--- src/shared/pwt_pkg.sv ---
package pwt_pkg;
   // Register indices (byte registers, byte address = 4 * index)
   localparam logic [9:0] IDX_CTL = 10'h2f0;
   localparam logic [9:0] IDX_RATE_H = 10'h2f1;
   localparam logic [9:0] IDX_RATE_L = 10'h2f2;
   localparam logic [9:0] IDX_TRIM = 10'h2f3;
   localparam logic [9:0] IDX_TEST3 = 10'h2f6;
   localparam logic [9:0] IDX_IRQ_STAT = 10'h2f8;
   localparam logic [9:0] IDX_IRQ_MASK = 10'h2f9;
   localparam int ADDR_W = 12;
   localparam int DATA_W = 32;
   // Control bit positions
   localparam int CTL_SRC = 7;
   localparam int CTL_WAVE = 4;
   localparam int CTL_EXT = 3;
   localparam int CTL_FE = 2;
   localparam int CTL_IE = 1;
   localparam int CTL_FLAG = 0;
   // Trim field position
   localparam int TRIM_LSB = 2;
   localparam int TRIM_W = 6;
   // Reset values
   localparam logic [7:0] CTL_RST = 8'h00;
   localparam logic [15:0] RATE_RST = 16'h0000;
   localparam logic [7:0] TEST3_RST = 8'h00;
   localparam logic [7:0] MASK_RST = 8'h00;
   // Status bits of the sticky event register
   localparam int EV_TIMEOUT = 0;
   localparam int EV_W = 1;
   // Slow clock: 20 kHz nominal, one tick per slow half period
   localparam int SLOW_HZ_NOM = 20000;
   localparam int MCLK_HZ = 100000000;
   localparam int SLOW_TICK_CYC = MCLK_HZ / (2 * SLOW_HZ_NOM);
   localparam int TRIM_STEP_CYC = 8;
   localparam int SYNC_LAT = 2;

   typedef struct packed {
      logic [ADDR_W-1:0] addr;
      logic [DATA_W-1:0] wdata;
      logic wr;
      logic rd;
   } pwt_req_t;

   typedef enum logic [0:0] {PWT_PULSE, PWT_CLOCK} pwt_wave_t;
endpackage

--- src/rtl/pwt_tick_gen.sv ---
`timescale 1ns/1ps
`default_nettype none
// Slow RC clock model: tick every half period, length set by signed trim
module pwt_tick_gen #(
   parameter int BASE = 2500,
   parameter int STEP = 8
) (
   input wire logic mclk,
   input wire logic rst_n,
   input wire logic run,
   input wire logic [5:0] trim,
   output logic tick
);
   logic [15:0] cnt_ff;
   logic [15:0] nxt_cnt;
   logic [15:0] limit;
   logic [15:0] inc;
   logic [15:0] dec;
   // Bit 5 lengthens, lower bits shorten with binary weights
   assign inc = trim[5] ? 16'(STEP * 32) : 16'h0000;
   assign dec = 16'(STEP) * {11'h000, trim[4:0]};
   assign limit = 16'(BASE) + inc - dec - 16'h0001;
   assign nxt_cnt = (!run || cnt_ff >= limit) ? 16'h0000 : cnt_ff + 16'h0001;
   // Free counter while running
   always_ff @(posedge mclk or negedge rst_n) begin
      if (!rst_n) begin
         cnt_ff <= 16'h0000;
         tick <= 1'b0;
      end else begin
         cnt_ff <= nxt_cnt;
         tick <= run && (cnt_ff >= limit);
      end
   end
endmodule
`default_nettype wire

--- src/rtl/pwt_timer.sv ---
`timescale 1ns/1ps
`default_nettype none
// Overview of operation
// Control bit 7 picks slow or bus clock
// Source select writable only while disabled
// Control bit 2 enables and starts timer
// Interrupt request when flag and enable set
// Flag set each elapsed period
// Flag cleared only by writing one
// Wave output needs external and feature enable
// Pulse mode: half minimum period high pulse
// Clock mode: output period twice timer period
// Rate writes ignored while enabled
// Bus clock period is 2*(rate+1) cycles
// Slow period is 2*(rate+1)*2 slow periods
// Slow start delayed by gate release
// Trim bits 7..2 hold signed value
// Trim bit 5 lengthens, lower bits shorten
// Trim loads from flash at reset release
// Test register writable only in special mode
// Wave select 0 pulse, 1 clock
// Counter reloads and repeats after time-out
module pwt_timer
   import pwt_pkg::*;
#(
   parameter int SLOW_TICK = SLOW_TICK_CYC,
   parameter int TRIM_STEP = TRIM_STEP_CYC
) (
   input wire logic mclk,
   input wire logic rst_b,
   input wire logic [pwt_pkg::ADDR_W-1:0] addr,
   input wire logic [pwt_pkg::DATA_W-1:0] wdata,
   input wire logic wr_stb,
   input wire logic rd_stb,
   output logic [pwt_pkg::DATA_W-1:0] rdata,
   input wire logic special_mode,
   input wire logic [7:0] flash_trim,
   output logic wave_output_pin,
   output logic timeout_irq,
   output logic irq
);
   import pwt_pkg::*;

   // Reset release through two flops
   logic rst_s1_ff;
   logic rst_n_ff;
   always_ff @(posedge mclk or negedge rst_b) begin
      if (!rst_b) begin
         rst_s1_ff <= 1'b0;
         rst_n_ff <= 1'b0;
      end else begin
         rst_s1_ff <= 1'b1;
         rst_n_ff <= rst_s1_ff;
      end
   end

   // Special mode strap passes three flops, change counts on 2nd/3rd agree
   logic [2:0] spec_sync_ff;
   logic spec_ff;
   always_ff @(posedge mclk or negedge rst_n_ff) begin
      if (!rst_n_ff) begin
         spec_sync_ff <= 3'h0;
         spec_ff <= 1'b0;
      end else begin
         spec_sync_ff <= {spec_sync_ff[1:0], special_mode};
         if (spec_sync_ff[1] == spec_sync_ff[2]) begin
            spec_ff <= spec_sync_ff[2];
         end
      end
   end

   pwt_req_t req;
   assign req = '{addr: addr, wdata: wdata, wr: wr_stb, rd: rd_stb};

   // Register state
   logic source_select_ff;
   logic wave_select_ff;
   logic external_wave_enable_ff;
   logic feature_enable_ff;
   logic timeout_irq_enable_ff;
   logic timeout_flag_ff;
   logic [15:0] rate_value_ff;
   logic [7:0] trim_reg_ff;
   logic trim_loaded_ff;
   logic [7:0] test3_ff;
   logic [EV_W-1:0] ev_stat_ff;
   logic [EV_W-1:0] ev_mask_ff;

   // Address decode
   logic [9:0] idx;
   logic word_ok;
   logic wr_ctl, wr_rh, wr_rl, wr_trim, wr_test, wr_stat, wr_mask;
   logic [7:0] wb;
   assign idx = req.addr[11:2];
   assign word_ok = (req.addr[1:0] == 2'b00);
   assign wb = req.wdata[7:0];
   assign wr_ctl = req.wr && word_ok && idx == IDX_CTL;
   assign wr_rh = req.wr && word_ok && idx == IDX_RATE_H;
   assign wr_rl = req.wr && word_ok && idx == IDX_RATE_L;
   assign wr_trim = req.wr && word_ok && idx == IDX_TRIM;
   assign wr_test = req.wr && word_ok && idx == IDX_TEST3;
   assign wr_stat = req.wr && word_ok && idx == IDX_IRQ_STAT;
   assign wr_mask = req.wr && word_ok && idx == IDX_IRQ_MASK;

   // Timer core signals
   logic timeout;
   logic use_slow;
   logic slow_tick;
   logic step;
   logic [16:0] cnt_ff;
   logic [16:0] nxt_cnt;
   logic [16:0] period_steps;
   logic [1:0] gate_ff;
   logic gate_open;
   logic [5:0] trim_field;
   logic [1:0] pre_ff;
   logic slow_step;

   // Source select frozen while enabled, and in the enabling write
   logic nxt_src;
   assign nxt_src = (wr_ctl && !feature_enable_ff && !wb[CTL_FE]) ?
                    wb[CTL_SRC] : source_select_ff;

   // Control register
   always_ff @(posedge mclk or negedge rst_n_ff) begin
      if (!rst_n_ff) begin
         source_select_ff <= CTL_RST[CTL_SRC];
         wave_select_ff <= CTL_RST[CTL_WAVE];
         external_wave_enable_ff <= CTL_RST[CTL_EXT];
         feature_enable_ff <= CTL_RST[CTL_FE];
         timeout_irq_enable_ff <= CTL_RST[CTL_IE];
      end else begin
         source_select_ff <= nxt_src;
         if (wr_ctl) begin
            wave_select_ff <= wb[CTL_WAVE];
            external_wave_enable_ff <= wb[CTL_EXT];
            feature_enable_ff <= wb[CTL_FE];
            timeout_irq_enable_ff <= wb[CTL_IE];
         end
      end
   end

   // Time-out flag: set wins over write-one clear
   logic nxt_flag;
   assign nxt_flag = timeout ||
                     (timeout_flag_ff && !(wr_ctl && wb[CTL_FLAG]));
   always_ff @(posedge mclk or negedge rst_n_ff) begin
      if (!rst_n_ff) begin
         timeout_flag_ff <= CTL_RST[CTL_FLAG];
      end else begin
         timeout_flag_ff <= nxt_flag;
      end
   end

   // Rate value, locked while enabled
   always_ff @(posedge mclk or negedge rst_n_ff) begin
      if (!rst_n_ff) begin
         rate_value_ff <= RATE_RST;
      end else if (!feature_enable_ff) begin
         if (wr_rh) begin
            rate_value_ff[15:8] <= wb;
         end
         if (wr_rl) begin
            rate_value_ff[7:0] <= wb;
         end
      end
   end

   // Trim loads from flash once after reset release
   always_ff @(posedge mclk or negedge rst_n_ff) begin
      if (!rst_n_ff) begin
         trim_reg_ff <= 8'h00;
         trim_loaded_ff <= 1'b0;
      end else begin
         trim_loaded_ff <= 1'b1;
         if (!trim_loaded_ff) begin
            trim_reg_ff <= flash_trim;
         end else if (wr_trim) begin
            trim_reg_ff <= wb;
         end
      end
   end

   // Factory test register
   always_ff @(posedge mclk or negedge rst_n_ff) begin
      if (!rst_n_ff) begin
         test3_ff <= TEST3_RST;
      end else if (wr_test && spec_ff) begin
         test3_ff <= wb;
      end
   end

   // Sticky event status and mask
   logic [EV_W-1:0] ev_set;
   logic [EV_W-1:0] nxt_stat;
   assign ev_set = {{(EV_W-1){1'b0}}, timeout};
   assign nxt_stat = ev_set |
                     (ev_stat_ff & ~(wr_stat ? wb[EV_W-1:0] : '0));
   always_ff @(posedge mclk or negedge rst_n_ff) begin
      if (!rst_n_ff) begin
         ev_stat_ff <= '0;
         ev_mask_ff <= MASK_RST[EV_W-1:0];
      end else begin
         ev_stat_ff <= nxt_stat;
         if (wr_mask) begin
            ev_mask_ff <= wb[EV_W-1:0];
         end
      end
   end

   // Slow clock tick source, trimmed
   assign trim_field = trim_reg_ff[TRIM_LSB +: TRIM_W];
   assign use_slow = feature_enable_ff && !source_select_ff;
   pwt_tick_gen #(
      .BASE(SLOW_TICK),
      .STEP(TRIM_STEP)
   ) u_slow (
      .mclk(mclk),
      .rst_n(rst_n_ff),
      .run(use_slow),
      .trim(trim_field),
      .tick(slow_tick)
   );

   // Gate opens after two ticks, then ticks are divided by four
   always_ff @(posedge mclk or negedge rst_n_ff) begin
      if (!rst_n_ff) begin
         gate_ff <= 2'b00;
         pre_ff <= 2'b00;
      end else if (!use_slow) begin
         gate_ff <= 2'b00;
         pre_ff <= 2'b00;
      end else if (slow_tick && !gate_open) begin
         gate_ff <= {gate_ff[0], 1'b1};
      end else if (slow_tick) begin
         pre_ff <= pre_ff + 2'b01;
      end
   end
   assign gate_open = gate_ff[1];
   assign slow_step = slow_tick && gate_open && (pre_ff == 2'b11);

   // One count step per bus cycle or per four slow half periods
   assign step = feature_enable_ff &&
                 (source_select_ff ? 1'b1 : slow_step);
   // 2*(rate+1) steps; a slow step is two slow clock periods
   assign period_steps = {rate_value_ff, 1'b1};
   assign timeout = step && (cnt_ff >= period_steps);
   assign nxt_cnt = !feature_enable_ff ? 17'h00000 :
                    timeout ? 17'h00000 :
                    step ? cnt_ff + 17'h00001 : cnt_ff;
   always_ff @(posedge mclk or negedge rst_n_ff) begin
      if (!rst_n_ff) begin
         cnt_ff <= 17'h00000;
      end else begin
         cnt_ff <= nxt_cnt;
      end
   end

   // Waveform generation
   logic clk_wave_ff;
   logic pulse_ff;
   logic wave_sel;
   always_ff @(posedge mclk or negedge rst_n_ff) begin
      if (!rst_n_ff) begin
         clk_wave_ff <= 1'b0;
         pulse_ff <= 1'b0;
      end else begin
         if (!feature_enable_ff) begin
            clk_wave_ff <= 1'b0;
         end else if (timeout) begin
            clk_wave_ff <= ~clk_wave_ff;
         end
         // High for one step: half of the two-step minimum period
         if (timeout) begin
            pulse_ff <= 1'b1;
         end else if (step || !feature_enable_ff) begin
            pulse_ff <= 1'b0;
         end
      end
   end
   assign wave_sel = (pwt_wave_t'(wave_select_ff) == PWT_CLOCK) ?
                     clk_wave_ff : pulse_ff;

   // Registered outputs
   always_ff @(posedge mclk or negedge rst_n_ff) begin
      if (!rst_n_ff) begin
         wave_output_pin <= 1'b0;
         timeout_irq <= 1'b0;
         irq <= 1'b0;
      end else begin
         wave_output_pin <= external_wave_enable_ff && feature_enable_ff &&
                            wave_sel;
         timeout_irq <= timeout_irq_enable_ff && nxt_flag;
         irq <= |(nxt_stat & ev_mask_ff);
      end
   end

   // Read mux, data one cycle after strobe
   logic [7:0] rd_mux;
   logic [7:0] ctl_rd;
   assign ctl_rd = {source_select_ff, 2'b00, wave_select_ff,
                    external_wave_enable_ff, feature_enable_ff,
                    timeout_irq_enable_ff, timeout_flag_ff};
   assign rd_mux = !word_ok ? 8'h00 :
                   idx == IDX_CTL ? ctl_rd :
                   idx == IDX_RATE_H ? rate_value_ff[15:8] :
                   idx == IDX_RATE_L ? rate_value_ff[7:0] :
                   idx == IDX_TRIM ? {trim_reg_ff[7:2], 2'b00} :
                   idx == IDX_TEST3 ? test3_ff :
                   idx == IDX_IRQ_STAT ? {{(8-EV_W){1'b0}}, ev_stat_ff} :
                   idx == IDX_IRQ_MASK ? {{(8-EV_W){1'b0}}, ev_mask_ff} :
                   8'h00;
   always_ff @(posedge mclk or negedge rst_n_ff) begin
      if (!rst_n_ff) begin
         rdata <= 32'h0000_0000;
      end else if (req.rd) begin
         rdata <= {24'h000000, rd_mux};
      end else begin
         rdata <= 32'h0000_0000;
      end
   end
endmodule
`default_nettype wire

--- config.mk ---
export PLATFORM = sky130hd
export DESIGN_NAME = pwt_timer
export DESIGN_NICKNAME = d
export VERILOG_FILES = /design/src/shared/pwt_pkg.sv /design/src/rtl/pwt_tick_gen.sv /design/src/rtl/pwt_timer.sv
export SDC_FILE = /design/constraint.sdc
export NUM_CORES = 1
export LEC_CHECK = 0
export BUFFER_PORTS_ARGS = -buffer_cell sky130_fd_sc_hd__buf_4
export CORE_MARGIN = 5
export CORE_UTILIZATION = 60
export CTS_CLUSTER_DIAMETER = 50
export DETAILED_ROUTE_END_ITERATION = 8
export PLACE_DENSITY = 0.83
export SETUP_SLACK_MARGIN = 0.5
export SLEW_MARGIN = 20
export SYNTH_ARGS = -nofsm -noshare
export SYNTH_HDL_FRONTEND = slang
export SYNTH_HIERARCHICAL = 1
export SYNTH_SLANG_ARGS = --single-unit
--- constraint.sdc ---
create_clock -name mclk -period 6.7 [get_ports mclk]
set_input_delay 1.34 -clock mclk [delete_from_list [all_inputs] [get_ports mclk]]
set_output_delay 1.34 -clock mclk [all_outputs]
set_load 0.1 [all_outputs]
==> impl_metrics.ini, run 1 <==
[power]
p_total_mw = 1.110
vdd.ir_drop.worst_uv = 133.1
pwr_density_cell_nw_per_um2 = 193.7
power_leakage_nw = 2.630

[yosys]
synth-compound-area-share_pct = 9.340
synth_top_family_by_area = simple AND/OR/NAND/NOR gates
synth_edf_count = 0
netlist_area_sq_um = 5211
synthAdderAreaFrac_pct = 7.875
synthMuxAreaShare_pct = 7.563
syn_avg_cell_area_sq_um = 10.46
synthArstFlopShare_pct = 100.0
synth-simple-area-share_pct = 16.88
synth-xor-area-share_pct = 5.042
synth_cells = 498
ys.flop_type = dfrtp_1
yosys_warnings = 6
yosys_register_bits = 96
yosysUniqueCellTypes = 61
seq_area_frac_synth_pct = 46.10

[clock_tree]
clkTransAtPathRegs_ps = 110
tritoncts = done
numCtsBuffers = 9
cts-root-buf = clkbuf_8
cts_hold_buf = 0
cts-resized-gates = 0
insertion_delay_ps = 380
htree_levels = 3
postCtsSetupRepairBufs = 0
cts_sinks = 96
clockBufferDepth = 2

[critical_path]
required_ps = 6950
crit_fanout = 14
critPathMaxStageDelay_ps = 710
crit_buf_inv = 2
cp_slowest_cell = o41a_1
criticalPathCategory = reg -> reg
cp_top_family = compound AO/OA/AOI/OAI gates
start_kind = flip-flop
worstPathArrival_ps = 3190
critical_path.cell_chain = inv_1 -> ha_1 -> inv_1 -> o21bai_1 -> a21oi_1 -> ha_1 -> a21oi_1 -> o211ai_1 -> o41a_1 -> and2_1
endpoint_kind = flip-flop

[die]
rows = 34
start_util_pct = 60.64
core_area_sq_um = 8593
die_w_um = 103.2
die_y_um = 103.2
pin_count = 92
dieArea_sq_um = 10650

[run_status]
status = finished, final reports clean

[global_route]
grt_pass1_vias = 3948
grt_remaining_overflow = 0
gr-usage-all-layers_pct = 23.14
grt_max_degree = 70
grt_antenna_before_repair = 0
grt_pass1_wl_um = 18930

[finish]
final_util_pct = 66.67
finalNetCount = 632
num-fill-cells = 637
layout_commonest_cell = dfrtp_1
regArea_sq_um = 2406
most-common-layout-cells = dfrtp_1 (95), buf_4 (42), nand2_1 (37)
multi_input_area_sq_um = 2550
drive_gt1_share_pct = 20.99
syn2layout_area_growth_pct = 9.940
antenna_cells = 0

[placement]
port_buffers = 41
routabilityCongestion = 0.9109
pre_cts_ws_ps = 3514
dp_hpwl_um = 8459

[timing]
fmax_ghz = 0.3394
slew_violations = 0
relSlewSlack_pct = 41.88
tightestPinTransition_ps = 871.9
setup_tns_ps = 0
finalClockSkew_ps = 20.12
period_share_pct = 43.98
finalHoldViolCount = 0
fin_crit_ps = 2946
setup_violations = 0
fin_ws_ps = 3754
rsz0062_at_grt = no

[drt]
dr.pass1.iters = 5
wl_per_cell_um = 17.01
drc = 0
ant_nets = 0
drt-total-wl_um = 11160
vias = 3816
drt_iter0_drc = 157
via_per_inst = 5.817

[run]
maxCapViolCount = 0

[min_path]
min_path_type = reg -> async
## kinds of logic (layout without fill, tap and decap cells)
family	Yosys count	count (layout)
simple gates	159	159
flops	96	96
compound gates	73	73
buf+inv	67	90
mux	36	36
fa+ha+maj	33	33
xor+xnor	30	30
other cells	4	31
## area by class of cell
type | count | share of cell area, %
multi-input cells | 362 | 44.51
well taps | 108 | 2.359
clock buffers | 9 | 2.162
repair buffers | 42 | 5.503
clock inverters | 7 | 1.376
flip-flops and latches | 96 | 42.00
inverters | 32 | 2.097
## worst register-to-register path, cell delays in order, from the launching register on
cell	delay, ps
dfrtp_1	490
inv_1	70
ha_1	290
inv_1	90
o21bai_1	80
a21oi_1	180
ha_1	280
a21oi_1	180
o211ai_1	110
o41a_1	710
and2_1	340
## registers in the layout, summed over array words and instances, names as in the netlist, 2 cells and up
name	cells
pre_ff	2
cnt_ff	17
u_slow/cnt_ff	16
rate_value_ff	16
gate_ff	2
trim_reg_ff	6
spec_sync_ff	3
rdata	8
test3_ff	8
## cells in the mapped netlist (2+ instances only)
master | count | area, sq um
o211ai_1 | 2 | 15.01
ha_1 | 32 | 400.4
nand4_1 | 10 | 62.56
a21oi_1 | 23 | 115.1
nor2_1 | 27 | 101.4
nor2_2 | 11 | 68.82
dfrtp_1 | 96 | 2402
inv_1 | 32 | 120.1
nor4_2 | 2 | 25.02
clkbuf_1 | 5 | 18.77
nor4_1 | 2 | 12.51
xor2_1 | 14 | 122.6
a221oi_1 | 3 | 26.28
a22o_1 | 2 | 17.52
nand2_1 | 37 | 138.9
nor3_1 | 14 | 70.07
nor3_2 | 11 | 110.1
xnor2_1 | 16 | 140.1
a31oi_1 | 4 | 25.02
a211oi_1 | 2 | 15.01
and2_1 | 3 | 18.77
mux2_2 | 26 | 292.8
nand2_2 | 2 | 12.51
o21a_1 | 3 | 22.52
conb_1 | 4 | 15.01
a211o_1 | 2 | 17.52
a21boi_0 | 4 | 30.03
mux2i_1 | 9 | 90.09
buf_2 | 3 | 15.01
a22oi_1 | 8 | 60.06
buf_4 | 24 | 180.2
buf_6 | 2 | 22.52
nor2b_1 | 3 | 18.77
and3_1 | 9 | 56.30
o21ai_0 | 9 | 45.04
nand3_1 | 17 | 85.08
## power breakdown
part	total (mW)	switching [mW]	internal (mW)
clock network	0.380	0.231	0.148
logic	0.130	0.0988	0.0315
registers	0.600	0.0128	0.587
total	1.11	0.343	0.767
## layer usage
metal,wire (um),part of all wire (%),vias to the layer above,GRT usage (%)
li1,-,-,1768,-
met1,4639,42,1896,29.46
met2,5578,50,122,38.53
met3,594,5.3,30,4.158
met4,343,3.1,0,10.76
met5,0,0,-,0
## worst paths after layout
| kind | from | slack, ps | depth (start not counted) | end |
|---|---|---|---|---|
| min in group mclk | rst_s1_ff | 360 | 0 | rst_n_ff |
| setup reg to reg | trim_reg_ff[5] | 3750 | 10 | u_slow/tick |
| max in group asynchronous | rst_n_ff | 5280 | 1 | cnt_ff[9] |
| hold / removal | rst_n_ff | 230 | 0 | rate_value_ff[6] |
| setup / recovery | trim_reg_ff[5] | 3750 | 10 | u_slow/tick |
| hold reg to reg | rst_n_ff | 230 | 0 | rate_value_ff[6] |
## metrics by stage
step | hold WS (ps) | instance area (sq um) | cells
after floorplan | 331.2 | 5313 | 525
after global placement | 232.9 | 5527 | 640
after detailed placement | 238.2 | 5527 | 640
after CTS | 247.2 | 5729 | 656
after global routing | 271.2 | 5729 | 656
final | 234.7 | 5729 | 656
Note: power is estimated with default switching activity, not from simulation.
==> run 2, diff against run 1 <==
- CORE_UTILIZATION: 60 -> 56
- PLACE_DENSITY: 0.83 -> 0.78
- clock period: 6.7 -> 2.8 ns (I/O delays scaled with it)
==> run 2 against run 1 <==
Cell count increased by 4.7%; total power increased by 150%; hold slack improved by 61 ps; critical path depth unchanged; utilization decreased by 0.75 points; largest power group unchanged; via count increased by 4.2%; non-clock buffer count increased by 28; critical endpoint is now u_slow/cnt_ff[0]; maximum frequency increased by 16%; sequential cell count unchanged; wire length increased by 7.8%; clock power increased by 140%; sequential power increased by 140%.
==> impl_metrics.ini, run 2 (synthesized netlist as in run 1, its figures left out) <==
[run_status]
status = finished, final reports clean

[finish]
layout.cells.non_filler = 687
largest_register = cnt_ff
drive_gt1_share_pct = 26.91
layout_commonest_cell = dfrtp_1
largest_reg_flops = 17
antenna_cells = 0
syn2layout_area_growth_pct = 15.77
most-common-layout-cells = dfrtp_1 (93), buf_4 (66), nand2_1 (37)
top_regs = cnt_ff x17, rate_value_ff x16, u_slow/cnt_ff x16
finalNetCount = 660

[die]
rows = 35
dieArea_sq_um = 11330
die_y_um = 106.5
pin_count = 92
core_area_sq_um = 9153
start_util_pct = 56.94
die_w_um = 106.5

[power]
p_total_mw = 2.721
power_leakage_nw = 2.787
pwr_density_cell_nw_per_um2 = 451.0
vdd.ir_drop.worst_uv = 319.1

[critical_path]
start_kind = flip-flop
criticalPathCategory = reg -> reg
crit_fanout = 8
worstPathArrival_ps = 2830
required_ps = 3080
endpoint_kind = flip-flop

[timing]
setup_tns_ps = 0
rsz0062_at_grt = yes
setup_violations = 0
fin_crit_ps = 2545
slew_violations = 0
period_share_pct = 90.88
fmax_ghz = 0.3930
tightestPinTransition_ps = 659.7
relSlewSlack_pct = 55.97
finalClockSkew_ps = 7.703
finalHoldViolCount = 0

[drt]
drt-total-wl_um = 12020
vias = 3977
via_per_inst = 5.789
drt_iter0_drc = 325
wl_per_cell_um = 17.50
ant_nets = 0
dr.pass1.iters = 5
drc = 0

[clock_tree]
cts_sinks = 96
tritoncts = done
numCtsBuffers = 9
clkTransAtPathRegs_ps = 90
cts-root-buf = clkbuf_8
insertion_delay_ps = 370
htree_levels = 3
clockBufferDepth = 2

[placement]
dpl.cell_count = 649
dp_hpwl_um = 8503
routabilityCongestion = 0.9356
port_buffers = 41

[min_path]
min_path_type = in -> reg

[global_route]
grt_pass1_wl_um = 19740
grt_pass1_vias = 3980
grt_antenna_before_repair = 0
gr-usage-all-layers_pct = 22.15
grt_max_degree = 95
grt_remaining_overflow = 0

[run]
maxCapViolCount = 0
run 2: cell count changes in the layout (fill, tap and decap cells not counted), moves of 3 or more:
cell     previous run  this run
buf_4              42        66
a21oi_1            23        20
a21oi_2             0         3
ha_1               32        29
inv_1              32        29
inv_2               0         3
inv_6               3         0
nor3_1             14        11
nor3_4              0         3
run 2: path summary, 6_finish.rpt:
| check | endpoint | slack [ps] | cells past startpoint | startpoint |
|---|---|---|---|---|
| setup / recovery | u_slow/cnt_ff[0] | 260 | 10 | trim_reg_ff[2] |
| hold / removal | spec_sync_ff[0] | 300 | 1 | special_mode |
| setup reg to reg | u_slow/cnt_ff[0] | 260 | 10 | trim_reg_ff[2] |
| hold reg to reg | u_slow/cnt_ff[0] | 350 | 1 | rst_n_ff |
| max in group asynchronous | u_slow/cnt_ff[7] | 2030 | 1 | rst_n_ff |
| min in group asynchronous | u_slow/cnt_ff[0] | 350 | 1 | rst_n_ff |
run 2: report_power, final:
part           leakage, nW  switching [mW]  internal (mW)
clock               0.0973           0.494          0.415
combinational         1.41           0.271          0.118
sequential            1.28          0.0188           1.40
total                 2.79           0.784           1.94
run 2: layout make-up:
class / count / area, sq um
Clock buffer: 11 / 131.4
Clock inverter: 5 / 57.56
Fill cell: 710 / 3119
Inverter: 32 / 120.1
Multi-Input combinational cell: 362 / 2629
Sequential cell: 96 / 2409
Tap cell: 111 / 138.9
Timing Repair Buffer: 70 / 548.0
run 2: repair_timing:
item | in CTS | in global routing
pin swaps | 10 | 7
endpoints found under the setup margin | 14 | 31
buffers inserted | 13 | 7
hold buffers | 1 | 0
hold endpoints to repair | 2 | 0
gates cloned | 0 | 1
gates resized for setup | 9 | 12
run 2: worst max-delay path, stage by stage, from the launching register on:
cell and delay [ps]:
dfrtp_1 410, inv_2 90, ha_4 140, nand3b_1 120, xnor2_1 220, ha_1 270, and4_1 160, and4b_1 190
o41a_1 550, buf_4 200, nor3_2 110
run 2: routing by layer:
layer | global-route usage, % | part of all wire [%] | vias to the layer above
li1 | - | - | 1840
met1 | 29.79 | 44 | 1968
met2 | 35.75 | 48 | 148
met3 | 4.068 | 5.7 | 21
met4 | 8.493 | 2.0 | 0
met5 | 0 | 0 | -
run 2: stage by stage:
stage / cell area (sq um) / hold slack, ps / worst slack, ps / util [%]
final: 6033 / 295.3 / 255.3 / 65.92
after global routing: 6033 / 277.6 / 164.1 / 65.92
after CTS: 5928 / 287.9 / 297.1 / 64.77
after detailed placement: 5592 / 344.8 / 128.8 / 61.09
after global placement: 5592 / 342.3 / 216.0 / 61.09
after floorplan: 5318 / 264.4 / 493.8 / -
==> run 3, diff against run 2 <==
- SETUP_SLACK_MARGIN: 0.5 -> unset
==> run 3 against run 2 <==
Final area fell by 3.3%; maximum frequency fell by 4.2%; combinational power fell by 16%; die area did not move; highest routed layer unchanged; register-to-register slack got worse by 110 ps; global-route usage fell by 1.4 points; wire length fell by 7.1%; via count fell by 5.8%.
==> impl_metrics.ini, run 3 (synthesized netlist as in run 1, its figures left out) <==
[run]
maxCapViolCount = 0

[clock_tree]
tritoncts = done
htree_levels = 3
cts_sinks = 96
cts-root-buf = clkbuf_8
clkTransAtPathRegs_ps = 110
clockBufferDepth = 2
insertion_delay_ps = 380
numCtsBuffers = 9

[finish]
final_util_pct = 63.73
layout_commonest_cell = dfrtp_1
drive_gt1_share_pct = 22.68
antenna_cells = 0
top_regs = cnt_ff x17, rate_value_ff x16, u_slow/cnt_ff x16
finalNetCount = 644
largest_register = cnt_ff
most-common-layout-cells = dfrtp_1 (95), buf_4 (52), nand2_1 (37)
layout.cells.non_filler = 671
syn2layout_area_growth_pct = 11.93
largest_reg_flops = 17

[die]
dieArea_sq_um = 11330
start_util_pct = 56.94
pin_count = 92
core_area_sq_um = 9153
rows = 35
die_w_um = 106.5
die_y_um = 106.5

[min_path]
hold-path-cell-count = 1
min_path_type = in -> reg
min_to = spec_sync_ff[0]
hold_path.startpoint = special_mode

[timing]
fin_crit_ps = 2655
tightestPinTransition_ps = 658.2
finalClockSkew_ps = 18.70
relSlewSlack_pct = 55.50
fmax_ghz = 0.3766
slew_violations = 0
fin_ws_ps = 144.9
setup_violations = 0
finalHoldViolCount = 0
period_share_pct = 94.82

[placement]
dpl.cell_count = 653
dp_hpwl_um = 8661
port_buffers = 41
pre_cts_ws_ps = 112.5
routabilityCongestion = 0.9134

[drt]
drt-total-wl_um = 11160
wl_per_cell_um = 16.64
drt_iter0_drc = 122
drc = 0
dr.pass1.iters = 4
ant_nets = 0
vias = 3745
via_per_inst = 5.581

[global_route]
grt_max_degree = 40
grt_remaining_overflow = 0
gr-usage-all-layers_pct = 20.79
grt_pass1_wl_um = 18620
grt_pass1_vias = 3828
grt_antenna_before_repair = 0

[critical_path]
critPathMaxStageDelay_ps = 480
cp_slowest_cell = o41a_1
rr_worst_depth = 10
reg2reg_slack_ps = 140
crit_path_frequent_cell = ha_1
start_kind = flip-flop
r2r-end = u_slow/cnt_ff[2]
worstPathArrival_ps = 2960
crit_fanout = 12
rr_startpoint = trim_reg_ff[2]
cp_top_family = simple AND/OR/NAND/NOR gates
critical_path.cell_chain = inv_1 -> ha_1 -> nand3b_1 -> xnor2_1 -> ha_1 -> and4_1 -> and4b_1 -> o41a_1 -> buf_6 -> nor3_1
crit_buf_inv = 2
criticalPathCategory = reg -> reg
required_ps = 3100
endpoint_kind = flip-flop

[power]
vdd.ir_drop.worst_uv = 294.0
pwr_density_cell_nw_per_um2 = 458.0
power_leakage_nw = 2.689

[run_status]
status = finished, final reports clean
## run 3: report_power, final
part | switching (mW) | total, mW | internal [mW]
Clock | 0.553 | 0.910 | 0.357
Combinational | 0.242 | 0.327 | 0.0854
Sequential | 0.0299 | 1.43 | 1.40
## run 3: how the worst max path moves through the flow
| stage | start | endpoint | slack [ps] | depth (start not counted) |
|---|---|---|---|---|
| after floorplan | trim_reg_ff[5] | u_slow/cnt_ff[10] | 430 | 10 |
| after global placement | trim_reg_ff[2] | u_slow/cnt_ff[2] | 240 | 11 |
| after detailed placement | trim_reg_ff[2] | u_slow/cnt_ff[2] | 110 | 11 |
| after CTS | trim_reg_ff[2] | u_slow/cnt_ff[2] | 80 | 11 |
| after global routing | trim_reg_ff[2] | u_slow/cnt_ff[2] | -2 | 10 |
| final | trim_reg_ff[2] | u_slow/cnt_ff[2] | 140 | 10 |
## run 3: final cells by class
cell class | count | area [sq um]
Inverter | 32 | 120.1
Tap cell | 111 | 138.9
Sequential cell | 96 | 2406
Timing Repair Buffer | 54 | 411.6
Clock inverter | 7 | 78.83
Clock buffer | 9 | 123.9
Multi-Input combinational cell | 362 | 2554
Fill cell | 718 | 3319
## run 3: repair_timing
item | in CTS | in global routing
setup endpoints to repair | 0 | 10
resized for setup | 0 | 2
buffers inserted | 0 | 1
hold buffers | 1 | 0
endpoints found under the hold margin | 2 | 0
## run 3: metal layers
layer  part of all wire (%)  vias to the layer above  wire length [um]  track usage [%]
met4                    2.3                        0               257            8.037
met1                     44                     1833              4934            26.94
met5                      0                        -                 0                0
met3                    5.0                       21               554            3.522
met2                     49                       92              5418            34.93
li1                       -                     1799                 -                -
## run 3: stage by stage
| stage | total power [mW] | TNS [ps] | instance area [sq um] | hold slack, ps |
|---|---|---|---|---|
| 3_5_place_dp | 1.784 | 0 | 5605 | 322.3 |
| 5_1_grt | 2.783 | -1.545 | 5833 | 259.6 |
| 6_report | 2.671 | 0 | 5833 | 274.1 |
| 3_3_place_gp | 1.775 | 0 | 5605 | 316.2 |
| 4_1_cts | 2.682 | 0 | 5818 | 270.1 |
| 2_1_floorplan | 1.723 | 0 | 5314 | 264.4 |
